File: src/ddr_host_consts.svh
// Offsets, field positions, reset values and timing counts of the DDR host controller.
// Assumes the controller core runs at 250 MHz and drives the memory clock at half that rate.
`ifndef DDR_HOST_CONSTS_SVH
`define DDR_HOST_CONSTS_SVH

`define REG_CTRL         8'h00
`define REG_CMD          8'h04
`define REG_STATUS       8'h08
`define REG_MODE         8'h0C
`define REG_EMODE        8'h10

`define CTRL_START       0
`define CTRL_REF_EN      1
`define CMD_OP_LSB       0
`define CMD_BANK_LSB     4
`define CMD_ADDR_LSB     8
`define ST_INIT_DONE     0
`define ST_PENDING       1
`define ST_SELF_REF      2
`define ST_REF_DUE       3
`define ST_STATE_LSB     16

`define CTRL_RESET       32'h0000_0000
`define MODE_RESET       12'h032
`define EMODE_RESET      12'h000

`define AUTO_PRE_BIT     10
`define DLL_RESET_BIT    8
`define DLL_DISABLE_BIT  0
`define EXT_MODE_REG_WRITE_CMD_BANK        2'h1
`define MRS_BANK         2'h0
`define INIT_REF_COUNT   2

`define PCLK_NS          4
`define CK_NS            (2 * `PCLK_NS)
`define CK_UP(ns)        (((ns) + `CK_NS - 1) / `CK_NS)

`define T_RCD_NS         15
`define T_RP_NS          15
`define T_RFC_FAST_NS    60
`define T_RFC_SLOW_NS    70
`define T_XSNR_NS        75
`define T_RRD_FAST_CK    3
`define T_RRD_SLOW_CK    2
`define T_WR_CK          3
`define T_MRD_CK         2
`define T_XSRD_CK        200
`define T_DLL_CK         200
`define T_CCD_CK         1
`define T_REFI_US        15.6
`define T_STABLE_US      200

`define T_RCD_CK         `CK_UP(`T_RCD_NS)
`define T_RP_CK          `CK_UP(`T_RP_NS)
`define T_RFC_FAST_CK    `CK_UP(`T_RFC_FAST_NS)
`define T_RFC_SLOW_CK    `CK_UP(`T_RFC_SLOW_NS)
`define T_XSNR_CK        `CK_UP(`T_XSNR_NS)
`define T_DAL_CK         (`T_WR_CK + `T_RP_CK)
// The small offset keeps a float product such as 1949.9999 from losing a whole cycle.
`define T_REFI_CK        $rtoi(`T_REFI_US * 1000.0 / `CK_NS + 0.001)
`define T_STABLE_CK      (`T_STABLE_US * 1000 / `CK_NS)

`endif

File: src/ddr_host_pkg.sv
// Types shared by the DDR host controller files.
// Assumes commands are encoded as chip select, row strobe, column strobe, write enable.
package ddr_host_pkg;

  typedef enum logic [3:0] {
    CMD_NOP   = 4'h7,
    CMD_ACT   = 4'h3,
    CMD_READ  = 4'h5,
    CMD_WRITE = 4'h4,
    CMD_PRE   = 4'h2,
    CMD_REF   = 4'h1,
    CMD_MRS   = 4'h0
  } ddr_cmd_t;

  typedef enum logic [2:0] {
    OP_ACT      = 3'h0,
    OP_READ     = 3'h1,
    OP_WRITE    = 3'h2,
    OP_PRE      = 3'h3,
    OP_PREA     = 3'h4,
    OP_REF      = 3'h5,
    OP_SREF_IN  = 3'h6,
    OP_SREF_OUT = 3'h7
  } user_op_t;

  typedef enum logic [10:0] {
    ST_RESET   = 11'h001,
    ST_STABLE  = 11'h002,
    ST_CKE     = 11'h004,
    ST_PREA1   = 11'h008,
    ST_EXT_MODE_REG_WRITE_CMD    = 11'h010,
    ST_MRS_DLL = 11'h020,
    ST_PREA2   = 11'h040,
    ST_REF_INI = 11'h080,
    ST_MRS_OP  = 11'h100,
    ST_READY   = 11'h200,
    ST_SREF    = 11'h400
  } state_t;

endpackage

File: src/ddr_gap_timer.sv
// Countdown that spaces commands by a loaded number of memory clock ticks.
// Assumes load and tick come from logic on the same clock; load value is at least one.
`timescale 1ns/1ns
module ddr_gap_timer #(
  parameter int W = 15
) (
  input  wire logic         pclk,
  input  wire logic         presetn,
  input  wire logic         tick,
  input  wire logic         load,
  input  wire logic [W-1:0] value,
  output logic              done
);

  logic [W-1:0] count_q;

  // A load of N lets the next command go exactly N ticks later.
  always_ff @(posedge pclk or negedge presetn) begin
    if (!presetn) begin
      count_q <= '0;
    end else if (tick) begin
      if (load) begin
        count_q <= value - W'(1);
      end else if (count_q != '0) begin
        count_q <= count_q - W'(1);
      end
    end
  end

  assign done = (count_q == '0);

endmodule // ddr_gap_timer

File: src/ddr_host_ctrl.sv
// DDR memory host: power-up sequence, command spacing, periodic refresh, APB control registers.
// Assumes an APB master on pclk and a DDR device whose pins are driven straight from here.
`timescale 1ns/1ns
`include "ddr_host_consts.svh"
module ddr_host_ctrl
  import ddr_host_pkg::*;
#(
  parameter int       STABLE_CK  = `T_STABLE_CK,
  parameter bit       FAST_GRADE = 1'b1,
  parameter int       NBANK      = 4,
  parameter int       AW         = 12
) (
  input  wire logic              pclk,
  input  wire logic              presetn,
  input  wire logic              psel,
  input  wire logic              penable,
  input  wire logic              pwrite,
  input  wire logic [7:0]        paddr,
  input  wire logic [31:0]       pwdata,
  output logic      [31:0]       prdata,
  output logic                   pready,
  output logic                   pslverr,
  output logic                   ddr_ck,
  output logic                   ddr_ck_n,
  output logic                   ddr_cke,
  output logic                   ddr_cs_n,
  output logic                   ddr_ras_n,
  output logic                   ddr_cas_n,
  output logic                   ddr_we_n,
  output logic [1:0]             ddr_ba,
  output logic [AW-1:0]          ddr_addr
);

  localparam logic [14:0] STABLE_LD = 15'(STABLE_CK);
  localparam logic [14:0] RP_LD     = 15'(`T_RP_CK);
  localparam logic [14:0] MRD_LD    = 15'(`T_MRD_CK);
  localparam logic [14:0] XSNR_LD   = 15'(`T_XSNR_CK);
  localparam logic [14:0] RFC_LD    = FAST_GRADE ? 15'(`T_RFC_FAST_CK) : 15'(`T_RFC_SLOW_CK);
  localparam logic [14:0] ONE_LD    = 15'(`T_CCD_CK);
  localparam logic [4:0]  RCD_LD    = 5'(`T_RCD_CK - 1);
  localparam logic [4:0]  BRP_LD    = 5'(`T_RP_CK - 1);
  localparam logic [4:0]  DAL_LD    = 5'(`T_DAL_CK - 1);
  localparam logic [4:0]  RRD_LD    = FAST_GRADE ? 5'(`T_RRD_FAST_CK - 1) : 5'(`T_RRD_SLOW_CK - 1);
  localparam logic [7:0]  XSRD_LD   = 8'(`T_XSRD_CK - 1);
  localparam logic [7:0]  DLL_LD    = 8'(`T_DLL_CK - 1);
  localparam logic [10:0] REFI_LD   = 11'(`T_REFI_CK - 1);

  state_t          st_q;
  state_t          st_d;
  ddr_cmd_t        cmd_q;
  ddr_cmd_t        cmd_d;
  logic            ck_q;
  logic            ckn_q;
  logic            cke_q;
  logic            cke_d;
  logic [1:0]      ba_q;
  logic [1:0]      ba_d;
  logic [AW-1:0]   addr_q;
  logic [AW-1:0]   addr_d;
  logic            tick;
  logic            gap_load;
  logic [14:0]     gap_val;
  logic            gap_done;
  logic [4:0]      bank_cnt_q [NBANK];
  logic [4:0]      rcd_cnt_q  [NBANK];
  logic [4:0]      rrd_q;
  logic [7:0]      xsrd_q;
  logic [7:0]      dll_q;
  logic [10:0]     refi_q;
  logic            ref_due_q;
  logic [1:0]      ref_n_q;
  logic            op_ok;
  logic            ev_act;
  logic            ev_pre;
  logic            ev_prea;
  logic            ev_wr_ap;
  logic            ev_rd_ap;
  logic            ev_ref;
  logic            ev_take;
  logic            ev_dll;
  logic            ev_xs;
  logic            ref_inc;
  logic [31:0]     ctrl_q;
  logic [AW-1:0]   mode_q;
  logic [AW-1:0]   emode_q;
  logic            pend_q;
  user_op_t        pend_op_q;
  logic [1:0]      pend_ba_q;
  logic [AW-1:0]   pend_addr_q;
  logic            wr_en;
  logic            init_done;

  function automatic logic banks_idle(input logic [4:0] cnt [NBANK]);
    logic idle;
    idle = 1'b1;
    for (int i = 0; i < NBANK; i++) begin
      idle = idle & (cnt[i] == 5'h00);
    end
    return idle;
  endfunction

  function automatic logic reg_mapped(input logic [7:0] a);
    return (a == `REG_CTRL) || (a == `REG_CMD) || (a == `REG_STATUS) ||
           (a == `REG_MODE) || (a == `REG_EMODE);
  endfunction

  // Commands change on the pclk edge where the memory clock falls, so they are settled at its next rising edge.
  assign tick      = ck_q;
  assign init_done = (st_q == ST_READY) || (st_q == ST_SREF);

  ddr_gap_timer #(
    .W       (15)
  ) u_gap (
    .pclk    (pclk),
    .presetn (presetn),
    .tick    (tick),
    .load    (gap_load),
    .value   (gap_val),
    .done    (gap_done)
  );

  always_comb begin
    unique case (pend_op_q)
      OP_ACT:      op_ok = (bank_cnt_q[pend_ba_q] == 5'h00) && (rrd_q == 5'h00);
      OP_READ:     op_ok = (rcd_cnt_q[pend_ba_q] == 5'h00) && (xsrd_q == 8'h00);
      OP_WRITE:    op_ok = (rcd_cnt_q[pend_ba_q] == 5'h00);
      OP_REF:      op_ok = banks_idle(bank_cnt_q);
      OP_SREF_IN:  op_ok = banks_idle(bank_cnt_q);
      OP_PRE:      op_ok = 1'b1;
      OP_PREA:     op_ok = 1'b1;
      OP_SREF_OUT: op_ok = 1'b1;
    endcase
  end

  always_comb begin
    st_d     = st_q;
    cmd_d    = CMD_NOP;
    ba_d     = 2'h0;
    addr_d   = '0;
    cke_d    = cke_q;
    gap_load = 1'b0;
    gap_val  = ONE_LD;
    ev_act   = 1'b0;
    ev_pre   = 1'b0;
    ev_prea  = 1'b0;
    ev_wr_ap = 1'b0;
    ev_rd_ap = 1'b0;
    ev_ref   = 1'b0;
    ev_take  = 1'b0;
    ev_dll   = 1'b0;
    ev_xs    = 1'b0;
    ref_inc  = 1'b0;
    if (tick) begin
      unique case (st_q)
        ST_RESET: begin
          if (ctrl_q[`CTRL_START]) begin
            gap_load = 1'b1;
            gap_val  = STABLE_LD;
            st_d     = ST_STABLE;
          end
        end
        ST_STABLE: begin
          if (gap_done) begin
            cke_d    = 1'b1;
            gap_load = 1'b1;
            st_d     = ST_CKE;
          end
        end
        ST_CKE: begin
          if (gap_done) begin
            cmd_d                 = CMD_PRE;
            addr_d[`AUTO_PRE_BIT] = 1'b1;
            ev_prea               = 1'b1;
            gap_load              = 1'b1;
            gap_val               = RP_LD;
            st_d                  = ST_PREA1;
          end
        end
        ST_PREA1: begin
          if (gap_done) begin
            cmd_d                    = CMD_MRS;
            ba_d                     = `EXT_MODE_REG_WRITE_CMD_BANK;
            addr_d                   = emode_q;
            addr_d[`DLL_DISABLE_BIT] = 1'b0;
            gap_load                 = 1'b1;
            gap_val                  = MRD_LD;
            st_d                     = ST_EXT_MODE_REG_WRITE_CMD;
          end
        end
        ST_EXT_MODE_REG_WRITE_CMD: begin
          if (gap_done) begin
            cmd_d                  = CMD_MRS;
            ba_d                   = `MRS_BANK;
            addr_d                 = mode_q;
            addr_d[`DLL_RESET_BIT] = 1'b1;
            ev_dll                 = 1'b1;
            gap_load               = 1'b1;
            gap_val                = MRD_LD;
            st_d                   = ST_MRS_DLL;
          end
        end
        ST_MRS_DLL: begin
          if (gap_done) begin
            cmd_d                 = CMD_PRE;
            addr_d[`AUTO_PRE_BIT] = 1'b1;
            ev_prea               = 1'b1;
            gap_load              = 1'b1;
            gap_val               = RP_LD;
            st_d                  = ST_PREA2;
          end
        end
        ST_PREA2: begin
          if (gap_done) begin
            cmd_d    = CMD_REF;
            ref_inc  = 1'b1;
            gap_load = 1'b1;
            gap_val  = RFC_LD;
            st_d     = ST_REF_INI;
          end
        end
        ST_REF_INI: begin
          if (gap_done) begin
            gap_load = 1'b1;
            if (ref_n_q < 2'(`INIT_REF_COUNT)) begin
              cmd_d   = CMD_REF;
              ref_inc = 1'b1;
              gap_val = RFC_LD;
            end else begin
              cmd_d                  = CMD_MRS;
              ba_d                   = `MRS_BANK;
              addr_d                 = mode_q;
              addr_d[`DLL_RESET_BIT] = 1'b0;
              gap_val                = MRD_LD;
              st_d                   = ST_MRS_OP;
            end
          end
        end
        ST_MRS_OP: begin
          if (gap_done && (dll_q == 8'h00)) begin
            st_d = ST_READY;
          end
        end
        ST_READY: begin
          if (gap_done) begin
            if (ref_due_q) begin
              if (banks_idle(bank_cnt_q)) begin
                cmd_d    = CMD_REF;
                ev_ref   = 1'b1;
                gap_load = 1'b1;
                gap_val  = RFC_LD;
              end else begin
                cmd_d                 = CMD_PRE;
                addr_d[`AUTO_PRE_BIT] = 1'b1;
                ev_prea               = 1'b1;
                gap_load              = 1'b1;
                gap_val               = RP_LD;
              end
            end else if (pend_q && op_ok) begin
              ev_take = 1'b1;
              ba_d    = pend_ba_q;
              unique case (pend_op_q)
                OP_ACT: begin
                  cmd_d  = CMD_ACT;
                  addr_d = pend_addr_q;
                  ev_act = 1'b1;
                end
                OP_READ: begin
                  cmd_d    = CMD_READ;
                  addr_d   = pend_addr_q;
                  ev_rd_ap = pend_addr_q[`AUTO_PRE_BIT];
                end
                OP_WRITE: begin
                  cmd_d    = CMD_WRITE;
                  addr_d   = pend_addr_q;
                  ev_wr_ap = pend_addr_q[`AUTO_PRE_BIT];
                end
                OP_PRE: begin
                  cmd_d  = CMD_PRE;
                  ev_pre = 1'b1;
                end
                OP_PREA: begin
                  cmd_d                 = CMD_PRE;
                  addr_d[`AUTO_PRE_BIT] = 1'b1;
                  ev_prea               = 1'b1;
                end
                OP_REF: begin
                  cmd_d    = CMD_REF;
                  ev_ref   = 1'b1;
                  gap_load = 1'b1;
                  gap_val  = RFC_LD;
                end
                OP_SREF_IN: begin
                  cmd_d = CMD_REF;
                  cke_d = 1'b0;
                  st_d  = ST_SREF;
                end
                OP_SREF_OUT: begin
                  cmd_d = CMD_NOP;
                end
              endcase
            end
          end
        end
        ST_SREF: begin
          if (pend_q && (pend_op_q == OP_SREF_OUT)) begin
            ev_take  = 1'b1;
            cke_d    = 1'b1;
            ev_xs    = 1'b1;
            gap_load = 1'b1;
            gap_val  = XSNR_LD;
            st_d     = ST_READY;
          end
        end
        default: begin
          st_d = ST_RESET;
        end
      endcase
    end
  end

  always_ff @(posedge pclk or negedge presetn) begin
    if (!presetn) begin
      ck_q  <= 1'b0;
      ckn_q <= 1'b1;
    end else begin
      ck_q  <= ~ck_q;
      ckn_q <= ~ckn_q;
    end
  end

  // Clock enable stays low and the bus idles on NOP until the stable wait that follows the start bit has run out.
  always_ff @(posedge pclk or negedge presetn) begin
    if (!presetn) begin
      st_q   <= ST_RESET;
      cmd_q  <= CMD_NOP;
      cke_q  <= 1'b0;
      ba_q   <= 2'h0;
      addr_q <= '0;
    end else if (tick) begin
      st_q   <= st_d;
      cmd_q  <= cmd_d;
      cke_q  <= cke_d;
      ba_q   <= ba_d;
      addr_q <= addr_d;
    end
  end

  always_ff @(posedge pclk or negedge presetn) begin
    if (!presetn) begin
      for (int i = 0; i < NBANK; i++) begin
        bank_cnt_q[i] <= 5'h00;
        rcd_cnt_q[i]  <= 5'h00;
      end
    end else if (tick) begin
      for (int i = 0; i < NBANK; i++) begin
        if (ev_prea || (ev_pre && (pend_ba_q == 2'(i))) || (ev_rd_ap && (pend_ba_q == 2'(i)))) begin
          bank_cnt_q[i] <= BRP_LD;
        end else if (ev_wr_ap && (pend_ba_q == 2'(i))) begin
          bank_cnt_q[i] <= DAL_LD;
        end else if (bank_cnt_q[i] != 5'h00) begin
          bank_cnt_q[i] <= bank_cnt_q[i] - 5'h01;
        end
        if (ev_act && (pend_ba_q == 2'(i))) begin
          rcd_cnt_q[i] <= RCD_LD;
        end else if (rcd_cnt_q[i] != 5'h00) begin
          rcd_cnt_q[i] <= rcd_cnt_q[i] - 5'h01;
        end
      end
    end
  end

  always_ff @(posedge pclk or negedge presetn) begin
    if (!presetn) begin
      rrd_q  <= 5'h00;
      xsrd_q <= 8'h00;
      dll_q  <= 8'h00;
    end else if (tick) begin
      if (ev_act) begin
        rrd_q <= RRD_LD;
      end else if (rrd_q != 5'h00) begin
        rrd_q <= rrd_q - 5'h01;
      end
      if (ev_xs) begin
        xsrd_q <= XSRD_LD;
      end else if (xsrd_q != 8'h00) begin
        xsrd_q <= xsrd_q - 8'h01;
      end
      if (ev_dll) begin
        dll_q <= DLL_LD;
      end else if (dll_q != 8'h00) begin
        dll_q <= dll_q - 8'h01;
      end
    end
  end

  // The interval restarts after self refresh, since the device kept itself refreshed meanwhile.
  always_ff @(posedge pclk or negedge presetn) begin
    if (!presetn) begin
      refi_q    <= REFI_LD;
      ref_due_q <= 1'b0;
      ref_n_q   <= 2'h0;
    end else if (tick) begin
      if (ref_inc) begin
        ref_n_q <= ref_n_q + 2'h1;
      end
      if ((st_q != ST_READY) || !ctrl_q[`CTRL_REF_EN]) begin
        refi_q <= REFI_LD;
      end else if (refi_q == 11'h000) begin
        refi_q <= REFI_LD;
      end else begin
        refi_q <= refi_q - 11'h001;
      end
      if ((st_q == ST_READY) && ctrl_q[`CTRL_REF_EN] && (refi_q == 11'h000)) begin
        ref_due_q <= 1'b1;
      end else if (ev_ref) begin
        ref_due_q <= 1'b0;
      end
    end
  end

  assign wr_en = psel && penable && pwrite && pready && !pslverr;

  always_ff @(posedge pclk or negedge presetn) begin
    if (!presetn) begin
      pready  <= 1'b0;
      pslverr <= 1'b0;
      prdata  <= 32'h0000_0000;
    end else if (psel && !penable) begin
      pready  <= 1'b1;
      pslverr <= !reg_mapped(paddr);
      prdata  <= 32'h0000_0000;
      if (!pwrite) begin
        unique case (paddr)
          `REG_CTRL:   prdata <= ctrl_q;
          `REG_MODE:   prdata <= {20'h0_0000, mode_q};
          `REG_EMODE:  prdata <= {20'h0_0000, emode_q};
          `REG_STATUS: prdata <= {5'h00, st_q, 12'h000, ref_due_q, (st_q == ST_SREF), pend_q, init_done};
          default:     prdata <= 32'h0000_0000;
        endcase
      end
    end else begin
      pready  <= 1'b0;
      pslverr <= 1'b0;
    end
  end

  // A command written while one is still pending is dropped; software polls the pending bit.
  always_ff @(posedge pclk or negedge presetn) begin
    if (!presetn) begin
      ctrl_q      <= `CTRL_RESET;
      mode_q      <= `MODE_RESET;
      emode_q     <= `EMODE_RESET;
      pend_q      <= 1'b0;
      pend_op_q   <= OP_ACT;
      pend_ba_q   <= 2'h0;
      pend_addr_q <= '0;
    end else begin
      if (wr_en && (paddr == `REG_CTRL)) begin
        ctrl_q <= pwdata & 32'h0000_0003;
      end
      if (wr_en && (paddr == `REG_MODE)) begin
        mode_q <= pwdata[AW-1:0];
      end
      if (wr_en && (paddr == `REG_EMODE)) begin
        emode_q <= pwdata[AW-1:0];
      end
      if (wr_en && (paddr == `REG_CMD) && !pend_q) begin
        pend_q      <= 1'b1;
        pend_op_q   <= user_op_t'(pwdata[`CMD_OP_LSB +: 3]);
        pend_ba_q   <= pwdata[`CMD_BANK_LSB +: 2];
        pend_addr_q <= pwdata[`CMD_ADDR_LSB +: AW];
      end else if (ev_take) begin
        pend_q <= 1'b0;
      end
    end
  end

  assign ddr_ck    = ck_q;
  assign ddr_ck_n  = ckn_q;
  assign ddr_cke   = cke_q;
  assign ddr_cs_n  = cmd_q[3];
  assign ddr_ras_n = cmd_q[2];
  assign ddr_cas_n = cmd_q[1];
  assign ddr_we_n  = cmd_q[0];
  assign ddr_ba    = ba_q;
  assign ddr_addr  = addr_q;

endmodule // ddr_host_ctrl

File: config.mk
export PLATFORM = sky130hd
export DESIGN_NAME = ddr_host_ctrl
export DESIGN_NICKNAME = d
export VERILOG_FILES = /design/src/ddr_host_pkg.sv /design/src/ddr_gap_timer.sv /design/src/ddr_host_ctrl.sv
export VERILOG_INCLUDE_DIRS = /design/src
export SDC_FILE = /design/constraint.sdc
export NUM_CORES = 1
export LEC_CHECK = 0
export ABC_AREA = 0
export BUFFER_PORTS_ARGS = -buffer_cell sky130_fd_sc_hd__buf_2
export CORE_MARGIN = 1.5
export CORE_UTILIZATION = 40
export DETAILED_ROUTE_END_ITERATION = 16
export GPL_TIMING_DRIVEN = 0
export HOLD_SLACK_MARGIN = 0.02
export SYNTH_ARGS = -nofsm -noshare
export SYNTH_HDL_FRONTEND = slang
export SYNTH_SLANG_ARGS = --single-unit
File: constraint.sdc
create_clock -name pclk -period 3.9 [get_ports pclk]
set_clock_uncertainty 0.15 [all_clocks]
set_input_delay 0.78 -clock pclk [delete_from_list [all_inputs] [get_ports pclk]]
set_output_delay 0.78 -clock pclk [all_outputs]
set_load 0.005 [all_outputs]
After elaboration in Yosys (flattened, before gate mapping) --
Index checks and enable logic that the tools add are counted.
Storage, ports and cells: register bits after elaboration 200, input port bits 45, output and inout bits 55, word-level logic and storage cells 383
Operators by class: add/sub/neg operators 15, magnitude comparators 2, eq/ne operators 41, multiplexer cells 170, bitwise gates (word level) 6, reductions and logical operators 117
Operators with widths (count):
- $mux 11 | 17
- $mux 5 | 26
- $pmux 11 s11 | 1
- $pmux 27 s4 | 1
- $mux 15 | 7
- $pmux 15 s6 | 1
- $mux 12 | 6
- $mux 1 | 71
- $reduce_bool 5->1 | 9
- $sub 5x1->5 const B | 9
- $pmux 10 s4 | 1
- $mux 4 | 9
- $logic_not 5->1 | 7
- $logic_and 1x1->1 | 33
- $mux 8 | 4
- $sub 15x1->15 const B | 2
- $reduce_and 2->1 | 14
- $mux 27 | 1
- $logic_not 8->1 | 3
- $ne 2x2->1 const B | 12
- $pmux 4 s6 | 1
- $bmux 5 s2 | 2
- $mux 10 | 2
- $pmux 4 s5 | 1
- 52 further kinds | 111

Depth between registers and ports, before layout --
Gate-level depths: netlist (run 1).
word-level depth 18, depth in mapped cells 17, mapped depth without buffers 16

By module --
Synthesis (run 1) repeated with hierarchy kept, for this count alone.
Second synthesis, totals: cell total of the unflattened synthesis 1144, area total of the unflattened synthesis 10916.7 µm²
Modules (own cells, without submodules):
- ddr_host_ctrl | instances 1, cells an instance 996, area each 9559.2 µm², seq. area each 4399.2 µm²
- ddr_gap_timer | instances 1, cells an instance 148, area each 1357.6 µm², seq. area each 375.4 µm²

Worst setup path after synthesis (run 1) --
Ideal clock, no wire load.
path kind register -> register, from reg st_q[0], to reg u_gap.count_q[12], setup time 0.137 ns, arrival time 3.530 ns, required time 3.613 ns, setup slack 0.083 ns, cell stages (with the launch flop) 16, buffers on the path 3, period minus slack after synthesis 3.817 ns, cells stage by stage dfstp_2 > clkbuf_1 > or4_1 > clkbuf_1 > or4_1 > a41oi_1 > o21ai_1 > clkbuf_1 > a21oi_1 > ha_1 > nand2_1 > nor3_1 > nand2_1 > nor4_1 > xnor2_1 > a21oi_1
On the way: word-level cells in the longest chain between the ends 6, elaborated cells between the ends (all ways) 20, classes of those cells add/sub (1); eq/ne (10); mux (5); reduce/logical (4)
RTL lines:
- start, declared | RTL line ddr_host_ctrl.sv:48 | state_t st_q;
- start signal, assigned | RTL line ddr_host_ctrl.sv:340 | st_q <= st_d;
- $eq 11x5->1, or another cell as far along | RTL line ddr_host_ctrl.sv:154 | unique case (st_q)
- $reduce_or 4->1 (no line) / $reduce_or 7->1 (equally long branches)
- $pmux 15 s6 / $pmux 1 s4 (equally long branches) | RTL line ddr_host_ctrl.sv:154
- $mux 15 / $mux 1 (equally long branches) | RTL line ddr_host_ctrl.sv:153 | if (tick) begin
- $sub 15x1->15 / $reduce_bool 2->1 (equally long branches)
- $mux 15 / $reduce_and 2->1 (equally long branches)
- end signal, assigned | RTL line ddr_gap_timer.sv:23 | count_q <= value - W'(1);
- end signal, assigned | RTL line ddr_gap_timer.sv:25 | count_q <= count_q - W'(1);
- end, declared | RTL line ddr_gap_timer.sv:15 | logic [W-1:0] count_q;
Parallel ways exist; a longest one is shown, timed or not. A chain may end at the register's enable or synchronous reset.

Worst setup path after layout (run 1) --
from reg st_q[6], to reg u_gap.count_q[8]
Same word-level chain as after synthesis.

==> flow_summary.yaml, run 1 <==
worst_setup_path:
  ff2ff_path_depth: 14
  worst-path-max-fanout: 10
  crit_top_cell: "or4_4"
  cp.arrival_ps: 3960
  endpoint_kind: "flip-flop"
  crit_path_start_kind: "flip-flop"
  slowest_delay_ps: 620
  crit_type: "reg -> reg"
  required_ps: 4060
  crit_chain: "clkbuf_2 -> or4_4 -> or4_4 -> a41oi_4 -> o21ai_4 -> buf_6 -> a21oi_1 -> ha_2 -> nand2_2 -> nor3_4 -> nand2_4 -> buf_4 -> mux2i_1 -> a211oi_1"
  critical-path-slowest-cell: "or4_4"
grt:
  gr-total-overflow: 0
  grt_pass1_vias: 8589
  grt_most_used_layer: "met2"
  gr-usage-met3_pct: 3.48
  grt_util_all_layers_pct: 21.6
  met2_usage_pct: 34.9
  grt_antenna_before_repair: 1
  grt_max_degree: 112
  grt_use_met1_pct: 29.9
  grt_pass1_wl_um: 45500
layout:
  final_common_cell: "dfrtp_1"
  nNetsFinal: 1264
  fin_cells: 1540
  n_antenna_cell: 0
  mostFrequentLayoutCells: "173 x dfrtp_1, 89 x nor2_1, 85 x nand2_1, 80 x buf_2, 67 x o21ai_0"
  area_delta_synth_final_pct: 17.1
  fill_cells: 2400
  drive_gt1_share_pct: 20.1
  utilization_pct: 48.0
outcome:
  status: "finished, final reports clean"
sta:
  hold_viol_final: 0
  setup_viol: 0
  tightest_slew_ps: 1200
  max_freq_mhz: 263
  slew_headroom_pct: 19.1
  drv_slew: 0
  period_needed_ps: 3800
  fin_ws_ps: 97.9
  fin_crit_sh_pct: 97.5
  finalSetupTns_ps: 0
yosys:
  seq_area_frac_synth_pct: 46.0
  ys_warn_count: 0
  synthFlopType: "dfrtp_1"
  ys_seq_elements: 190
  ys_async_sr_fraction_pct: 100
  postSynthCellCount: 1087
  synth_edf_count: 0
  syn_area_per_cell_um2: 9.54
  yosysUniqueCellTypes: 83
  syn_area_mm2: 0.0104
clock_tree:
  clockBufferDepth: 2
  ctsHtreeMaxLevel: 4
  numCtsBuffers: 17
  cts_tree: "yes"
  root_buffer: "clkbuf_16"
  holdBufCountCts: 0
  clk_pin_slew_ps: 80
  clkLatencyLatePin_ps: 450
  cts.sinks: 190
power_and_ir_drop:
  p_per_area_mw_per_mm2: 536
  fin_total_pwr_mw: 6.51
  ir_drop_v: 0.000414
  leakage_nw: 5.66
place:
  port_buffers: 77
  numPlacedInstances: 1504
  pre_cts_slack_ps: -860
  gp_congestion: 0.861
  place.detailed.hpwl_um: 20200
die:
  placementRows: 58
  initial_core_util_pct: 40.9
  die-area_mm2: 0.0269
  die_w_um: 164
  fp.coreArea_mm2: 0.0253
  ioPinCount: 100
  die_y_um: 164
routing:
  drtIter0Drc: 594
  dr_total_vias: 8772
  antenna_left: 0
  routed_wl_um: 28100
  vias_per_cell: 5.70
  post_drt_wl_per_cell_um: 18.3
  first_pass_iters: 5
  drc_errors: 0
job:
  drv_cap: 0
min_path:
  min_path_type: "in -> async"
==> layout make-up <==
cell class | count | area [um^2] | area share [%]
well taps | 330 | 413 | 3.40
clock inverters | 15 | 206 | 1.70
flip-flops and latches | 190 | 4780 | 39.3
plain buffers | 62 | 294 | 2.42
clock buffers | 17 | 425 | 3.50
multi-input cells | 784 | 5340 | 44.0
repair buffers | 86 | 483 | 3.98
inverters | 56 | 210 | 1.73
==> report_power, final <==
part	internal (mW)	total (mW)	switching (mW)	leakage, nW
Clock	0.887	1.83	0.947	0.303
Sequential	2.17	2.35	0.178	2.56
Combinational	1.00	2.32	1.32	2.80
Total	4.06	6.51	2.44	5.66
==> synthesized netlist by cell type (7+ instances only) <==
master	number	area (um^2)
nand2_1	87	327
and3_1	9	56.3
o21a_1	7	52.6
a31oi_1	13	81.3
a22o_1	13	114
mux2i_1	7	70.1
o21ai_0	68	340
nand3_1	25	125
dfrtp_1	174	4350
mux2_2	44	495
clkbuf_1	49	184
or4_1	8	60.1
a21oi_1	44	220
nand4_1	19	119
nor2_1	89	334
dfstp_2	16	420
ha_1	22	275
buf_4	10	75.1
inv_1	56	210
or3_1	15	93.8
nor2b_1	7	43.8
o211ai_1	10	75.1
o22ai_1	7	43.8
nor3_1	48	240
a21o_1	20	150
nor4_1	17	106
nand2b_1	17	106
xnor2_1	23	201
and4_1	8	70.1
o2bb2ai_1	17	149
xor2_1	7	61.3
a22oi_1	21	158
==> layer usage <==
metal	vias to the layer above	share of wire, %
met5	-	0.043
met4	2	1.6
met3	32	4.6
met2	188	47
met1	4367	47
li1	4183	-
==> state kept, by name (all words and copies together) (netlist names), 12 cells and up <==
register,count
emode_q,12
rcd_cnt_q,20
mode_q,12
u_gap.count_q,15
ddr_addr,12
bank_cnt_q,20
prdata,23
pend_addr_q,12
==> metrics by stage <==
stage	hold slack (ps)	instance area, um^2
4_1_cts	195	12000
3_5_place_dp	273	11200
5_1_grt	212	12100
3_3_place_gp	270	11200
6_report	153	12100
2_1_floorplan	274	10400
==> final timing paths <==
check	startpoint	to	slack, ps
setup / recovery	st_q[6]$_DFFE_PN0P_	u_gap.count_q[8]$_DFFE_PN0P_	100
max in group asynchronous	presetn	bank_cnt_q[11]$_DFFE_PN0P_	2500
setup reg to reg	st_q[6]$_DFFE_PN0P_	u_gap.count_q[8]$_DFFE_PN0P_	100
hold / removal	presetn	u_gap.count_q[11]$_DFFE_PN0P_	150
min in group pclk	ddr_ck_n$_DFF_PN1_	ddr_ck_n$_DFF_PN1_	290
hold reg to reg	ddr_ck_n$_DFF_PN1_	ddr_ck_n$_DFF_PN1_	290
==> worst max-delay path: cells and delay by family, from the launching register on <==
family / cells / cell delay (ps)
buffers and inverters: 3 / 510
AOI/OAI and AO/OA: 4 / 580
DFF: 1 / 420
adders and majority gates: 1 / 230
muxes: 1 / 150
and+or+nand+nor: 5 / 1610
==> logic make-up after synthesis <==
family | Yosys count | synth area share, %
and+or+nand+nor | 387 | 19.4
AOI/OAI and AO/OA | 283 | 18.9
DFF | 190 | 46.0
buffers and inverters | 122 | 4.84
muxes | 52 | 5.60
xor gates and xnor gates | 30 | 2.53
adders and majority gates | 22 | 2.65
other | 1 | 0.0362
==> what timing repair did <==
action	in CTS	in global routing
resized for setup	26	24
setup buffers	6	2
pin swaps	7	7
setup endpoints to repair	7	18
Note: power is estimated with default switching activity, not from simulation.
==> run 2: changes to the inputs <==
--- a/config.mk
+++ b/config.mk
@@ -7,7 +7,8 @@
 export NUM_CORES = 1
 export LEC_CHECK = 0
 export ABC_AREA = 0
-export BUFFER_PORTS_ARGS = -buffer_cell sky130_fd_sc_hd__buf_2
+export BUFFER_PORTS_ARGS = -buffer_cell sky130_fd_sc_hd__buf_4
+export CORE_ASPECT_RATIO = 0.5
 export CORE_MARGIN = 1.5
 export CORE_UTILIZATION = 40
 export DETAILED_ROUTE_END_ITERATION = 16
==> run 2 against run 1 <==
Against the previous run: maximum frequency increased by 2.2%; die area up 0.22%; flip-flop and latch count stayed put; wire length grew 6.7%; via count is 3.2% higher; combinational power rose by 9.5%; final cell count grew 1.0%; cell area is 1.2% higher; hold slack improved by 37 ps; critical path type unchanged; sequential share of layout area down 0.46 points; non-clock buffer count is 3 higher; total power grew 1.7%.
==> flow_summary.yaml, run 2 (synthesis results as in run 1) <==
sta:
  setup_viol: 0
  tightest_slew_ps: 1140
  period_needed_ps: 3720
  drv_slew: 0
  fin_crit_sh_pct: 95.4
  finalSetupTns_ps: 0
  slew_headroom_pct: 23.2
  max_freq_mhz: 269
  hold_viol_final: 0
  grt_setup_unrepaired: "no"
  fin_ws_ps: 179
outcome:
  status: "finished, final reports clean"
clock_tree:
  cts_tree: "yes"
  root_buffer: "clkbuf_16"
  ctsHtreeMaxLevel: 4
  numCtsBuffers: 17
  clkLatencyLatePin_ps: 460
  cts.sinks: 190
  clk_pin_slew_ps: 80
  clockBufferDepth: 2
layout:
  multi_input_area_mm2: 0.00530
  mostFrequentLayoutCells: "172 x dfrtp_1, 98 x buf_4, 89 x nor2_1, 85 x nand2_1, 67 x o21ai_0"
  n_antenna_cell: 0
  drive_gt1_share_pct: 20.4
  final_cell_area_mm2: 0.0123
  fill_cells: 2395
  fin_cells: 1556
  nNetsFinal: 1267
  largest_reg_flops: 23
  final_common_cell: "dfrtp_1"
  utilization_pct: 48.5
  regMostFlops: "prdata"
  area_delta_synth_final_pct: 18.5
  seq_area_mm2: 0.00478
  reg_top3: "prdata x23, bank_cnt_q x20, rcd_cnt_q x20"
job:
  drv_cap: 0
die:
  initial_core_util_pct: 40.9
  placementRows: 41
  fp.coreArea_mm2: 0.0253
  die_y_um: 117
  ioPinCount: 100
  die_w_um: 231
  die-area_mm2: 0.0270
worst_setup_path:
  worst-path-max-fanout: 10
  critical-path-slowest-cell: "or4_4"
  crit_path_start_kind: "flip-flop"
  slowest_delay_ps: 590
  required_ps: 4070
  crit_type: "reg -> reg"
  path_delay_family: "simple AND/OR/NAND/NOR gates"
  cp_num_buf_inv: 1
  endpoint_kind: "flip-flop"
  cp.arrival_ps: 3900
  crit_chain: "or4_4 -> or4_4 -> a41oi_4 -> o21ai_4 -> buf_6 -> a21oi_1 -> ha_2 -> nand2_2 -> nor3_2 -> nand2_2 -> nor3_1 -> xnor2_1 -> a21oi_1"
power_and_ir_drop:
  p_per_area_mw_per_mm2: 538
  ir_drop_v: 0.000285
  leakage_nw: 5.68
place:
  pre_cts_slack_ps: -975
  numPlacedInstances: 1518
  port_buffers: 77
  gp_congestion: 0.911
  place_area_mm2: 0.0114
  place.detailed.hpwl_um: 21400
grt:
  grt_max_degree: 100
  grt_pass1_vias: 8584
  grt_antenna_before_repair: 0
  grt_util_all_layers_pct: 22.8
  grt_pass1_wl_um: 47300
  gr-total-overflow: 0
routing:
  routed_wl_um: 30000
  drtIter0Drc: 745
  drc_errors: 0
  post_drt_wl_per_cell_um: 19.3
  antenna_left: 0
  vias_per_cell: 5.82
  dr_total_vias: 9053
  first_pass_iters: 5
min_path:
  min_path_type: "in -> async"
-- run 2: cell types whose count changed in the layout (fill, tap and decap cells not counted), moves of 2 or more --
| cell | previous run | this run |
|---|---|---|
| nor3_1 | 45 | 47 |
| inv_8 | 3 | 0 |
| inv_6 | 2 | 4 |
| clkbuf_8 | 0 | 2 |
| buf_2 | 80 | 3 |
| clkinv_2 | 0 | 3 |
| clkbuf_1 | 41 | 39 |
| buf_4 | 18 | 98 |
| clkinv_8 | 8 | 0 |
-- run 2: worst reg2reg max path, cell delays in order (launching register included) --
cell     delay [ps]
dfrtp_2         500
or4_4           570
or4_4           590
a41oi_4         300
o21ai_4         130
buf_6           160
a21oi_1         150
ha_2            230
nand2_2          70
nor3_2          190
nand2_2         120
nor3_1          190
xnor2_1         140
a21oi_1          90
-- run 2: per-layer routing --
| metal | track usage, % | share of wire, % | vias to the layer above |
|---|---|---|---|
| li1 | - | - | 4197 |
| met1 | 32.4 | 48 | 4538 |
| met2 | 34.6 | 44 | 273 |
| met3 | 4.41 | 6.0 | 45 |
| met4 | 8.45 | 2.3 | 0 |
| met5 | 0 | 0 | - |
-- run 2: what timing repair did --
action                     4_1_cts  5_1_grt
setup buffers                    6        6
hold buffers                     0        0
resized for setup               22       27
setup endpoints to repair        8       11
pin swaps                        6       12
-- run 2: stage by stage --
stage | hold WS, ps | power (mW)
after floorplan | 274 | 3.90
after CTS | 235 | 6.44
final | 190 | 6.62
after global routing | 252 | 7.01
after detailed placement | 275 | 4.43
after global placement | 272 | 4.37
-- run 2: path summary, 6_finish.rpt --
| kind | endpoint | startpoint | cells after the start | slack (ps) |
|---|---|---|---|---|
| min in group pclk | ddr_ck_n$_DFF_PN1_ | ddr_ck_n$_DFF_PN1_ | 1 | 290 |
| max in group asynchronous | rcd_cnt_q[3]$_DFFE_PN0P_ | presetn | 2 | 2450 |
| min | prdata[21]$_DFFE_PN0P_ | presetn | 1 | 190 |
| max | u_gap.count_q[14]$_DFFE_PN0P_ | st_q[1]$_DFFE_PN0P_ | 13 | 180 |
| max reg2reg | u_gap.count_q[14]$_DFFE_PN0P_ | st_q[1]$_DFFE_PN0P_ | 13 | 180 |
| min reg2reg | ddr_ck_n$_DFF_PN1_ | ddr_ck_n$_DFF_PN1_ | 1 | 290 |
-- run 2: layout make-up --
type	instances	share of cell area (%)
repair buffers	91	5.88
inverters	56	1.71
well taps	344	3.50
clock inverters	11	0.855
clock buffers	20	3.72
plain buffers	60	2.36
flip-flops and latches	190	38.9
multi-input cells	784	43.1
-- run 2: power breakdown --
part | internal (mW) | switching [mW] | total, mW
Combinational | 1.22 | 1.32 | 2.54
Clock | 0.917 | 0.808 | 1.73
Sequential | 2.18 | 0.177 | 2.35
==> run 3: changes to the inputs <==
--- a/config.mk
+++ b/config.mk
@@ -10,10 +10,11 @@
 export BUFFER_PORTS_ARGS = -buffer_cell sky130_fd_sc_hd__buf_4
 export CORE_ASPECT_RATIO = 0.5
 export CORE_MARGIN = 1.5
-export CORE_UTILIZATION = 40
+export CORE_UTILIZATION = 54
 export DETAILED_ROUTE_END_ITERATION = 16
-export GPL_TIMING_DRIVEN = 0
+export GPL_TIMING_DRIVEN = 1
 export HOLD_SLACK_MARGIN = 0.02
+export PLACE_DENSITY = 0.77
 export SYNTH_ARGS = -nofsm -noshare
 export SYNTH_HDL_FRONTEND = slang
 export SYNTH_SLANG_ARGS = --single-unit
==> run 3 against run 2 <==
Against the previous run: register-to-register slack improved by 50 ps; sequential share of layout area rose by 0.80 points; final cell count fell by 6.8%; die area fell by 25%; first-iteration DRC count rose by 11%; critical path depth rose by 4; setup slack improved by 48 ps; sequential power barely moved; clock-buffer cell count fell by 1; cell area fell by 2.0%; critical endpoint is now u_gap.count_q[8]$_DFFE_PN0P_; largest cell class unchanged.
==> flow_summary.yaml, run 3 (synthesis results as in run 1) <==
place:
  gp_congestion: 0.962
  port_buffers: 77
  place.detailed.hpwl_um: 18900
  place_area_mm2: 0.0114
  numPlacedInstances: 1418
layout:
  largest_reg_flops: 23
  drive_gt1_share_pct: 21.0
  fin_cells: 1450
  n_antenna_cell: 0
  reg_top3: "prdata x23, bank_cnt_q x20, rcd_cnt_q x20"
  nNetsFinal: 1245
  final_common_cell: "dfrtp_1"
  area_delta_synth_final_pct: 16.1
  utilization_pct: 64.7
  final_cell_area_mm2: 0.0120
  regMostFlops: "prdata"
  mostFrequentLayoutCells: "173 x dfrtp_1, 127 x buf_4, 89 x nor2_1, 87 x nand2_1, 67 x o21ai_0"
worst_setup_path:
  crit_path_start: "bank_cnt_q[5]$_DFFE_PN0P_"
  critical-path-slowest-cell: "or4_4"
  cp_num_buf_inv: 2
  crit_path_start_kind: "flip-flop"
  cp.arrival_ps: 3860
  path_delay_family: "simple AND/OR/NAND/NOR gates"
  r2r_start: "bank_cnt_q[5]$_DFFE_PN0P_"
  crit_type: "reg -> reg"
  slowest_delay_ps: 530
  worst-path-max-fanout: 4
  required_ps: 4090
  endpoint_kind: "flip-flop"
  crit_chain: "inv_1 -> ha_1 -> or4b_4 -> or4_4 -> nand3_1 -> nand3b_1 -> a21oi_1 -> nor2_1 -> a21oi_1 -> ha_1 -> nand2_1 -> nor3_2 -> nand2_1 -> buf_4 -> nor2_1 -> nor3_1 -> a211oi_1"
grt:
  grt_util_all_layers_pct: 27.7
  grt_pass1_wl_um: 43900
  grt_max_degree: 82
  grt_pass1_vias: 8676
  grt_antenna_before_repair: 0
  gr-total-overflow: 0
sta:
  finalSetupTns_ps: 0
  max_freq_mhz: 272
  drv_slew: 0
  hold_viol_final: 0
  period_needed_ps: 3670
  slew_headroom_pct: 37.6
  fin_crit_sh_pct: 94.2
  setup_viol: 0
  tightest_slew_ps: 932
  hold_slack_ps: 212
routing:
  first_pass_iters: 5
  drc_errors: 0
  routed_wl_um: 26900
  antenna_left: 0
  drtIter0Drc: 826
  vias_per_cell: 6.25
  post_drt_wl_per_cell_um: 18.6
  dr_total_vias: 9059
die:
  die-area_mm2: 0.0201
  die_w_um: 199
  die_y_um: 101
  fp.coreArea_mm2: 0.0186
  placementRows: 35
  ioPinCount: 100
  initial_core_util_pct: 55.7
clock_tree:
  cts.sinks: 190
  clkLatencyLatePin_ps: 440
  root_buffer: "clkbuf_16"
  post-cts-setup-buffers: 0
  clk_pin_slew_ps: 80
  clockBufferDepth: 2
  ctsHtreeMaxLevel: 4
  numCtsBuffers: 17
  holdBufCountCts: 0
  cts_tree: "yes"
outcome:
  status: "finished, final reports clean"
power_and_ir_drop:
  leakage_nw: 5.68
  p_per_area_mw_per_mm2: 540
  ir_drop_v: 0.000317
job:
  drv_cap: 0
min_path:
  min_path_type: "in -> async"
==> run 3: changes by cell type in the layout (fill, tap and decap cells not counted), moves of 3 or more <==
cell and delta:
inv_8 +4, nor4_4 -3, buf_4 +29, buf_2 -3
nor4_1 +3, a21oi_1 +3, clkbuf_1 -37, clkinvlp_4 +3
clkbuf_2 -4, a21oi_2 -3
==> run 3: final timing paths <==
path	to	slack [ps]	cells past startpoint
worst min register to register	ddr_ck_n$_DFF_PN1_	290	1
worst min-delay path	prdata[1]$_DFFE_PN0P_	210	1
worst max-delay path	u_gap.count_q[8]$_DFFE_PN0P_	230	17
max in group asynchronous	refi_q[4]$_DFFE_PN1P_	2430	2
min in group pclk	ddr_ck_n$_DFF_PN1_	290	1
worst max register to register	u_gap.count_q[8]$_DFFE_PN0P_	230	17
==> run 3: per-layer routing <==
metal,wire length [um],vias to the layer above,GRT usage (%)
met5,0,-,0
met4,269,0,6.59
met3,2230,32,6.09
met2,12200,395,42.7
met1,12200,4485,40.1
li1,-,4147,-
==> run 3: power by group <==
group	switching, mW	internal, mW
combinational	1.30	1.17
clock	0.842	0.844
sequential	0.177	2.17
==> run 3: stage by stage <==
step | setup slack [ps] | power [mW]
after floorplan | 83.0 | 3.90
after global placement | 73.7 | 4.49
after detailed placement | 28.5 | 4.59
after CTS | 34.7 | 6.33
after global routing | -18.4 | 6.90
final | 227 | 6.51
==> run 3: repair_timing <==
action,in CTS,in global routing
cloned,0,0
resized for setup,1,12
setup endpoints to repair,2,6
pin swaps,0,1
==> run 3: final cells by class <==
cell class / count / area (um^2)
fillers: 1463 / 6570
multi-input cells: 784 / 5190
flip-flops and latches: 190 / 4780
repair buffers: 129 / 987
clock buffers: 19 / 433
well taps: 259 / 324
inverters: 56 / 210
clock inverters: 13 / 123
